$ cat src/core/clkgen_pkg.sv
// Constants for the clock generator control block
package clkgen_pkg;
  localparam int CLK_HZ = 25000000;
  localparam int BASE_HZ = 307200;
  // Base clock period in pclk cycles, rounded down
  localparam int BASE_CYC = CLK_HZ / BASE_HZ;
  localparam int CORR_TICKS = 4;
  localparam int BAND_PCT = 15;
  // Error units: the fine band holds more than the maximum fine step count
  localparam logic [8:0] FINE_BAND = 9'h058;
  localparam logic [8:0] SETTLE_INIT = 9'h0ff;
  localparam logic [11:0] COARSE_STEP = 12'h020;
  localparam logic [11:0] FINE_STEP = 12'h001;
  localparam logic [8:0] COARSE_ERR = 9'h020;
  localparam logic [9:0] CAP_FIXED = 10'h180;
  localparam logic [9:0] CAP_NOMINAL = 10'h200;
  localparam logic [7:0] TRIM_RST = 8'h80;
  localparam logic [6:0] MULT_RST = 7'h15;
  localparam logic [11:0] LOOP_RST = 12'h000;
  localparam logic [12:0] STAB_XTAL = 13'h1000;
  localparam logic [12:0] STAB_EXT = 13'h0010;
  // Monitor windows in base ticks: base rate over least expected rate, plus one (plus two for the fast crystal window)
  localparam int XTAL_SLOW_HZ = 30000;
  localparam int XTAL_FAST_HZ = 1000000;
  localparam int EXT_SLOW_HZ = 60;
  localparam int EXT_FAST_HZ = 307200;
  localparam logic [12:0] WIN_XS = 13'(BASE_HZ / XTAL_SLOW_HZ + 1);
  localparam logic [12:0] WIN_XF = 13'(BASE_HZ / XTAL_FAST_HZ + 2);
  localparam logic [12:0] WIN_ES = 13'(BASE_HZ / EXT_SLOW_HZ + 1);
  localparam logic [12:0] WIN_EF = 13'(BASE_HZ / EXT_FAST_HZ + 1);
  // Register byte offsets
  localparam logic [7:0] OFF_CTRL = 8'h00;
  localparam logic [7:0] OFF_MULT = 8'h04;
  localparam logic [7:0] OFF_TRIM = 8'h08;
  localparam logic [7:0] OFF_LOOP = 8'h0c;
  localparam logic [7:0] OFF_STAT = 8'h10;
  // Control register bit positions
  localparam int B_EXT_ST = 0;
  localparam int B_EXT_ON = 1;
  localparam int B_INT_ST = 2;
  localparam int B_INT_ON = 3;
  localparam int B_CSEL = 4;
  localparam int B_MON_ON = 5;
  localparam int B_FLAG = 6;
  localparam int B_IRQ_EN = 7;
endpackage

$ cat src/core/clock_gen_lowpower_config.sv
// Clock generator control: loop filter, trim, stop handling, options
`timescale 1ns/1ns
`default_nettype none
module clock_gen_lowpower_config
  import clkgen_pkg::*;
(
  input wire logic pclk,
  input wire logic presetn,
  input wire logic psel,
  input wire logic penable,
  input wire logic pwrite,
  input wire logic [7:0] paddr,
  input wire logic [31:0] pwdata,
  output logic [31:0] prdata,
  output logic pready,
  output logic pslverr,
  input wire logic ext_path_allow,
  input wire logic crystal_amp_allow,
  input wire logic low_freq_crystal,
  input wire logic osc_run_in_stop,
  input wire logic stop_in,
  input wire logic wait_in,
  input wire logic ext_clk_pin,
  output logic osc_output_clock,
  output logic bus_side_clock,
  output logic timebase_clock,
  output logic monitor_irq,
  output logic wake_request,
  output logic amp_drive,
  output logic amp_low_drive,
  output logic osc_in_is_port,
  output logic osc_out_is_port
);
  logic irq_en_reg, flag_reg, mon_on_reg, csel_reg, int_on_reg, ext_on_reg;
  logic int_st_reg, ext_st_reg, flag_seen_reg, dir_up_reg;
  logic irq_en_next, mon_on_next, csel_next, int_on_next, ext_on_next;
  logic [6:0] mult_reg;
  logic [7:0] trim_reg, base_len_reg;
  logic [9:0] cap_units_reg;
  logic [11:0] loop_word_reg;
  logic [8:0] err_reg;
  logic [1:0] corr_cnt_reg;
  logic [12:0] stab_cnt_reg, idle_cnt_reg, win;
  logic ext_s1_reg, ext_s2_reg, ext_s3_reg;
  logic halt, base_tick, corr, ext_edge, ext_dead, settle_kick;
  logic setup, wr_fire, rd_fire, ctrl_wr, addr_ok;
  logic [31:0] rd_word;
  logic [17:0] len_prod;

  // Static options feed straight in; they never change while running
  assign halt = stop_in & ~osc_run_in_stop;
  assign setup = psel & ~penable;
  assign wr_fire = psel & penable & pready & pwrite;
  assign rd_fire = psel & penable & pready & ~pwrite;
  assign ctrl_wr = wr_fire && paddr == OFF_CTRL;
  assign settle_kick = halt | ~int_on_reg |
    (wr_fire && (paddr == OFF_MULT || paddr == OFF_TRIM));

  // APB slave, no wait states; answers are registered in the setup cycle
  always_comb begin
    addr_ok = 1'b1;
    rd_word = 32'h00000000;
    case (paddr)
      OFF_CTRL: rd_word = {24'h000000, irq_en_reg, flag_reg, mon_on_reg,
        csel_reg, int_on_reg, int_st_reg, ext_on_reg, ext_st_reg};
      OFF_MULT: rd_word = {25'h0000000, mult_reg};
      OFF_TRIM: rd_word = {24'h000000, trim_reg};
      OFF_LOOP: rd_word = {20'h00000, loop_word_reg};
      OFF_STAT: rd_word = {18'h00000, cap_units_reg, osc_run_in_stop,
        low_freq_crystal, crystal_amp_allow, ext_path_allow};
      default: addr_ok = 1'b0;
    endcase
  end

  always_ff @(posedge pclk or negedge presetn) begin
    if (!presetn) begin
      pready <= 1'b0;
      pslverr <= 1'b0;
      prdata <= 32'h00000000;
    end else begin
      pready <= setup;
      pslverr <= setup & ~addr_ok;
      prdata <= (setup && !pwrite) ? rd_word : 32'h00000000;
    end
  end

  always_ff @(posedge pclk or negedge presetn) begin
    if (!presetn) begin
      mult_reg <= MULT_RST;
      trim_reg <= TRIM_RST;
      dir_up_reg <= 1'b0;
    end else if (wr_fire && paddr == OFF_MULT) begin
      mult_reg <= pwdata[6:0];
      dir_up_reg <= pwdata[6:0] > mult_reg;
    end else if (wr_fire && paddr == OFF_TRIM) begin
      trim_reg <= pwdata[7:0];
      dir_up_reg <= pwdata[7:0] < trim_reg;
    end
  end

  // Capacitor size sets base period; more units, longer period
  assign len_prod = 18'(BASE_CYC) * {8'h00, cap_units_reg};
  always_ff @(posedge pclk or negedge presetn) begin
    if (!presetn) begin
      cap_units_reg <= CAP_NOMINAL;
      base_len_reg <= 8'(BASE_CYC);
    end else begin
      cap_units_reg <= CAP_FIXED + {2'b00, trim_reg};
      base_len_reg <= len_prod[16:9];
    end
  end

  // Base clock ceases entirely in halting stop
  tick_divider u_base (
    .clk(pclk),
    .rst_n(presetn),
    .run(int_on_reg & ~halt),
    .len(base_len_reg),
    .tick(base_tick)
  );

  assign corr = base_tick && corr_cnt_reg == 2'(CORR_TICKS - 1);
  always_ff @(posedge pclk or negedge presetn) begin
    if (!presetn) begin
      corr_cnt_reg <= 2'b00;
    end else if (base_tick) begin
      corr_cnt_reg <= corr_cnt_reg + 2'b01;
    end
  end

  // Loop filter: coarse steps outside the band, single-unit steps inside
  always_ff @(posedge pclk or negedge presetn) begin
    if (!presetn) begin
      err_reg <= SETTLE_INIT;
      loop_word_reg <= LOOP_RST;
    end else if (settle_kick) begin
      // Loop word frozen across stop; only the error is re-armed
      err_reg <= SETTLE_INIT;
    end else if (corr && err_reg > FINE_BAND) begin
      err_reg <= err_reg - COARSE_ERR;
      loop_word_reg <= dir_up_reg ? loop_word_reg + COARSE_STEP
                                  : loop_word_reg - COARSE_STEP;
    end else if (corr && err_reg != 9'h000) begin
      err_reg <= err_reg - 9'h001;
      loop_word_reg <= dir_up_reg ? loop_word_reg + FINE_STEP
                                  : loop_word_reg - FINE_STEP;
    end
  end

  always_ff @(posedge pclk or negedge presetn) begin
    if (!presetn) begin
      int_st_reg <= 1'b0;
    end else if (settle_kick) begin
      int_st_reg <= 1'b0;
    end else if (err_reg <= FINE_BAND) begin
      int_st_reg <= 1'b1;
    end
  end

  // External clock pin: two-flop synchroniser, then edge detect
  always_ff @(posedge pclk or negedge presetn) begin
    if (!presetn) begin
      ext_s1_reg <= 1'b0;
      ext_s2_reg <= 1'b0;
      ext_s3_reg <= 1'b0;
    end else begin
      ext_s1_reg <= ext_clk_pin;
      ext_s2_reg <= ext_s1_reg;
      ext_s3_reg <= ext_s2_reg;
    end
  end
  assign ext_edge = ext_s2_reg & ~ext_s3_reg;

  // Stabilization divider counts external edges
  always_ff @(posedge pclk or negedge presetn) begin
    if (!presetn) begin
      stab_cnt_reg <= 13'h0000;
      ext_st_reg <= 1'b0;
    end else if (halt || !ext_on_reg) begin
      stab_cnt_reg <= 13'h0000;
      ext_st_reg <= 1'b0;
    end else if (ext_edge && !ext_st_reg) begin
      stab_cnt_reg <= stab_cnt_reg + 13'h0001;
      if (stab_cnt_reg + 13'h0001 >= (crystal_amp_allow ? STAB_XTAL : STAB_EXT)) begin
        ext_st_reg <= 1'b1;
      end
    end
  end

  // Monitor window; pclk cannot see the upper range limits
  always_comb begin
    if (crystal_amp_allow) begin
      win = low_freq_crystal ? WIN_XS : WIN_XF;
    end else begin
      win = low_freq_crystal ? WIN_ES : WIN_EF;
    end
  end

  always_ff @(posedge pclk or negedge presetn) begin
    if (!presetn) begin
      idle_cnt_reg <= 13'h0000;
    end else if (ext_edge || !mon_on_reg) begin
      idle_cnt_reg <= 13'h0000;
    end else if (base_tick && !ext_dead) begin
      idle_cnt_reg <= idle_cnt_reg + 13'h0001;
    end
  end
  assign ext_dead = idle_cnt_reg >= win;

  // Control bit interlocks; forced states override software writes
  always_comb begin
    irq_en_next = irq_en_reg;
    mon_on_next = mon_on_reg;
    csel_next = csel_reg;
    int_on_next = int_on_reg;
    ext_on_next = ext_on_reg;
    if (ctrl_wr) begin
      if (!pwdata[B_MON_ON] || (int_st_reg && ext_st_reg)) begin
        mon_on_next = pwdata[B_MON_ON];
      end
      if (!pwdata[B_IRQ_EN] || mon_on_reg) begin
        irq_en_next = pwdata[B_IRQ_EN];
      end
      if (pwdata[B_CSEL] ? ext_st_reg : int_st_reg) begin
        csel_next = pwdata[B_CSEL];
      end
      if (pwdata[B_INT_ON] || (csel_reg && !mon_on_reg)) begin
        int_on_next = pwdata[B_INT_ON];
      end
      ext_on_next = pwdata[B_EXT_ON];
    end
    if (mon_on_reg || !csel_reg) begin
      int_on_next = 1'b1;
    end
    if (!ext_path_allow) begin
      ext_on_next = 1'b0;
    end
    if (flag_reg) begin
      mon_on_next = 1'b1;
    end
    if (!int_on_next || !ext_on_next || halt) begin
      mon_on_next = 1'b0;
    end
    if (!mon_on_next) begin
      irq_en_next = 1'b0;
    end
    if (!int_on_next) begin
      csel_next = 1'b1;
    end
    if (!ext_on_next) begin
      csel_next = 1'b0;
    end
  end

  always_ff @(posedge pclk or negedge presetn) begin
    if (!presetn) begin
      irq_en_reg <= 1'b0;
      mon_on_reg <= 1'b0;
      csel_reg <= 1'b0;
      int_on_reg <= 1'b1;
      ext_on_reg <= 1'b0;
    end else begin
      irq_en_reg <= irq_en_next;
      mon_on_reg <= mon_on_next;
      csel_reg <= csel_next;
      int_on_reg <= int_on_next;
      ext_on_reg <= ext_on_next;
    end
  end

  // Flag clears by read-while-set then write of zero; a new event wins
  always_ff @(posedge pclk or negedge presetn) begin
    if (!presetn) begin
      flag_reg <= 1'b0;
      flag_seen_reg <= 1'b0;
    end else if (!mon_on_reg || halt) begin
      flag_reg <= 1'b0;
      flag_seen_reg <= 1'b0;
    end else if (ext_dead) begin
      flag_reg <= 1'b1;
    end else if (ctrl_wr && flag_seen_reg && !pwdata[B_FLAG]) begin
      flag_reg <= 1'b0;
      flag_seen_reg <= 1'b0;
    end else if (rd_fire && paddr == OFF_CTRL && flag_reg) begin
      flag_seen_reg <= 1'b1;
    end
  end

  // Clocks only change toward low when stopped, so no runt pulse
  always_ff @(posedge pclk or negedge presetn) begin
    if (!presetn) begin
      osc_output_clock <= 1'b0;
      bus_side_clock <= 1'b0;
      timebase_clock <= 1'b0;
    end else begin
      osc_output_clock <= ~halt & ~osc_output_clock;
      if (halt) begin
        bus_side_clock <= 1'b0;
        timebase_clock <= 1'b0;
      end else begin
        bus_side_clock <= bus_side_clock ^ osc_output_clock;
        timebase_clock <= timebase_clock ^ base_tick;
      end
    end
  end

  always_ff @(posedge pclk or negedge presetn) begin
    if (!presetn) begin
      monitor_irq <= 1'b0;
      wake_request <= 1'b0;
      amp_drive <= 1'b0;
      amp_low_drive <= 1'b0;
      osc_in_is_port <= 1'b1;
      osc_out_is_port <= 1'b1;
    end else begin
      monitor_irq <= irq_en_reg & flag_reg;
      wake_request <= wait_in & ~stop_in & irq_en_reg & flag_reg;
      amp_drive <= crystal_amp_allow & ext_path_allow & ext_on_reg;
      amp_low_drive <= low_freq_crystal;
      osc_in_is_port <= ~(ext_path_allow & ext_on_reg);
      osc_out_is_port <= ~(crystal_amp_allow & ext_path_allow & ext_on_reg);
    end
  end
endmodule
`default_nettype wire

$ cat src/core/tick_divider.sv
// Programmable divider giving one-cycle tick pulses
`timescale 1ns/1ns
`default_nettype none
module tick_divider
  import clkgen_pkg::*;
(
  input wire logic clk,
  input wire logic rst_n,
  input wire logic run,
  input wire logic [7:0] len,
  output logic tick
);
  logic [7:0] cnt_reg;

  always_ff @(posedge clk or negedge rst_n) begin
    if (!rst_n) begin
      cnt_reg <= 8'h00;
      tick <= 1'b0;
    end else if (!run) begin
      cnt_reg <= 8'h00;
      tick <= 1'b0;
    end else if (cnt_reg + 8'h01 >= len) begin
      cnt_reg <= 8'h00;
      tick <= 1'b1;
    end else begin
      cnt_reg <= cnt_reg + 8'h01;
      tick <= 1'b0;
    end
  end
endmodule
`default_nettype wire

$ cat config.mk
export PLATFORM = sky130hd
export DESIGN_NAME = clock_gen_lowpower_config
export DESIGN_NICKNAME = d
export VERILOG_FILES = /design/src/core/clkgen_pkg.sv /design/src/core/clock_gen_lowpower_config.sv /design/src/core/tick_divider.sv
export SDC_FILE = /design/constraint.sdc
export NUM_CORES = 1
export LEC_CHECK = 0
export ABC_AREA = 1
export BUFFER_PORTS_ARGS = -buffer_cell sky130_fd_sc_hd__buf_2
export CAP_MARGIN = 5
export CELL_PAD_IN_SITES_DETAIL_PLACEMENT = 0
export CELL_PAD_IN_SITES_GLOBAL_PLACEMENT = 1
export CORE_MARGIN = 5
export CORE_UTILIZATION = 30
export CTS_CLUSTER_DIAMETER = 100
export CTS_CLUSTER_SIZE = 20
export DETAILED_ROUTE_END_ITERATION = 16
export PLACE_DENSITY_LB_ADDON = 0.3
export SYNTH_ARGS = -nofsm -noshare
export SYNTH_HDL_FRONTEND = slang
export SYNTH_HIERARCHICAL = 1
export SYNTH_SLANG_ARGS = --single-unit
$ cat constraint.sdc
create_clock -name pclk -period 5.3 [get_ports pclk]
set_input_delay 0.265 -clock pclk [delete_from_list [all_inputs] [get_ports pclk]]
set_output_delay 0.265 -clock pclk [all_outputs]
set_load 0.05 [all_outputs]
==> flow_metrics.tcl <==
set metrics [dict create \
    ff2ff_path_depth 12 \
    p_per_area_mw_per_mm2 259 \
    skew_ns 0.00889 \
    hold_path_depth 1 \
    synth_edf_count 0 \
    antenna_cells 0 \
    ctsResizeCount 0 \
    hold_viol 0 \
    clockRootBuffer "clkbuf_16" \
    cap_violations 0 \
    netlist_area_mm2 0.00851 \
    peakVddDrop_mv 0.221 \
    critPathMaxFanout 4 \
    io_pins 95 \
    power.share.clock_pct 47.9 \
    synth-async-reset-ratio_pct 100 \
    cp-start-kind "flip-flop" \
    yosysWarningCount 6 \
    routabilityCongestion 0.811 \
    cts.path.max_buffers 2 \
    post_drt_wl_per_cell_um 13.7 \
    drive_gt1_share_pct 11.5 \
    p_seq_share_pct 41.2 \
    fmax_mhz 304 \
    tns_ns 0 \
    p_sw_share_pct 26.5 \
    ant_nets 0 \
    drv_slew 0 \
    fill_cells 2989 \
    clock_sinks 128 \
    rows 61 \
    drtPass1Iterations 5 \
    place_area_mm2 0.00912 \
    largest_register_ffs 14 \
    worst_pin_slew_ns 0.820 \
    ys_ff_latch 128 \
    clock_latency_ns 0.42 \
    hold_slack_ns 0.0339 \
    status "finished, final reports clean" \
    clk_pin_slew_ns 0.06 \
    power_leakage_nw 5.09 \
    routed_via_density 4.53 \
    die_area_mm2 0.0318 \
    synth_cell_type_count 47 \
    cp.arrival_ns 3.59 \
    vias 6873 \
    yosysSeqAreaShare_pct 37.9 \
    synth_top_area_share_pct 32.1 \
    crit_type "flip-flop to flip-flop" \
    yosys_most_used_dff "dfrtp_1" \
    grt_setup_unrepaired "false" \
    syn_inst 1065 \
    pwr-share-comb_pct 10.9 \
    min_period_ns 3.29 \
    ctsHoldBuffers 2 \
    antenna_found_initial 1 \
    syn_to_final_growth_pct 14.5 \
    num-nets-final 1273 \
    dp_hpwl_mm 16.2 \
    port_buffers 52 \
    netSwitchingPower_mw 0.668 \
    setup_viol 0 \
    relSlewSlack_pct 45.3 \
    cts_tree "done" \
    worstPathRequired_ns 5.60 \
    finalInstanceArea_mm2 0.00974 \
    cp-end-kind "flip-flop" \
    drc_errors 0 \
    min_path_type "primary input to flip-flop" \
    fp.dieW_um 178 \
    grt_pass1_wl_mm 34.4 \
    drt_iter0_markers 439 \
    p_int_mw 1.85 \
    track_usage_pct 13.6 \
    die_height_um 178 \
    yosysTopAreaCell "dfrtp_1" \
    synth_area_leaders "dfrtp_1 (32%), ha_1 (14%), nand2_1 (11%)" \
    cts_buffers 17 \
    core_area_mm2 0.0279 \
    postCtsSetupRepairBufs 0 \
    min_period_over_period_pct 62.0 \
    initial_core_util_pct 30.5 \
    final_util_pct 35.0 \
    grt_overflow 0 \
    avgSynthCellArea_um2 7.99 \
    grt_max_degree 67 \
    grt_pass1_vias 6691 \
    routed_wirelength_mm 20.7 \
    htreeDepth 4 \
]
cell usage after synthesis, types with 2 or more instances:
cell,instances
nor2_2,6
nand3_4,2
buf_4,19
nand4_1,17
o21ai_0,49
fa_1,3
nand3b_1,2
dfrtp_1,109
nand2_1,252
nor2_8,2
o211ai_1,4
xnor2_1,14
a21oi_1,47
o21bai_1,4
ha_1,92
clkinv_1,2
a21boi_0,2
inv_2,2
buf_2,5
o22ai_1,11
dfstp_2,19
nand2_4,2
nand3_2,7
nor2_1,101
nand3_1,64
nor3_1,14
a31oi_1,4
inv_1,138
xor2_1,35
o31ai_1,7
clkbuf_1,5
o21ai_1,10
power groups by stage:
stage / logic, mW / registers, mW / clock network [mW]
6_report: 0.275 / 1.04 / 1.21
5_1_grt: 0.322 / 1.04 / 1.29
4_1_cts: 0.282 / 1.04 / 1.25
3_5_place_dp: 0.279 / 1.05 / 0
3_3_place_gp: 0.276 / 1.05 / 0
2_1_floorplan: 0.192 / 1.07 / 0
cells in the final DEF (no fill, tap or decap), types with 7 or more instances in the layout:
cell type,count
a21oi_1,47
buf_2,51
clkbuf_16,17
conb_1,18
dfrtp_1,109
dfstp_2,19
ha_1,92
inv_1,138
nand2_1,252
nand3_1,64
nand3_2,7
nand4_1,17
nor2_1,101
nor3_1,14
o21ai_0,49
o21ai_1,10
o22ai_1,11
o31ai_1,7
xnor2_1,14
xor2_1,35
final timing paths:
path / start / end / slack (ns)
min in group asynchronous: presetn / idle_cnt_reg[7] / 0.41
worst max-delay path: cap_units_reg[5] / base_len_reg[7] / 2.01
worst max register to register: cap_units_reg[5] / base_len_reg[7] / 2.01
worst min register to register: ext_s1_reg / ext_s2_reg / 0.35
worst min-delay path: low_freq_crystal / amp_low_drive / 0.03
max in group asynchronous: presetn / dir_up_reg / 3.61
worst max-delay path, stage by stage (launching register included):
cell and delay, ns:
dfrtp_1 0.43, ha_1 0.30, ha_1 0.30, ha_1 0.31
fa_1 0.46, ha_1 0.36, a21oi_1 0.21, o21ai_0 0.10
a21oi_1 0.33, inv_1 0.07, nand4_1 0.08, nand2_1 0.07
xor2_1 0.14
per-layer routing:
layer | GRT usage [%] | wire length, um | vias to the layer above
li1 | - | - | 3563
met5 | 0 | 20 | -
met2 | 21.8 | 9490 | 90
met1 | 19.0 | 10300 | 3202
met3 | 2.31 | 731 | 16
met4 | 3.26 | 206 | 2
cell families after synthesis:
| group | synth area share (%) |
|---|---|
| buf+inv | 8.71 |
| fa+ha+maj | 14.2 |
| other cells | 0.0441 |
| compound gates | 9.65 |
| simple gates | 24.3 |
| flops | 37.9 |
| mux | 0.132 |
| xor+xnor | 5.04 |
cell type report:
cell class,count,area (um2),area share (%)
multi-input cells,781,4600,47.3
flip-flops and latches,128,3230,33.1
inverters,143,539,5.54
well taps,378,473,4.86
clock buffers,19,443,4.55
repair buffers,55,294,3.02
clock inverters,13,161,1.66
stage by stage:
step / total power, mW / cells / worst slack (ns)
2_1_floorplan: 1.26 / 1082 / 2.35
3_3_place_gp: 1.33 / 1483 / 2.02
3_5_place_dp: 1.33 / 1483 / 2.03
4_1_cts: 2.57 / 1517 / 2.01
5_1_grt: 2.65 / 1517 / 1.88
6_report: 2.52 / 1517 / 2.01
Note: power is estimated with default switching activity, not from simulation.
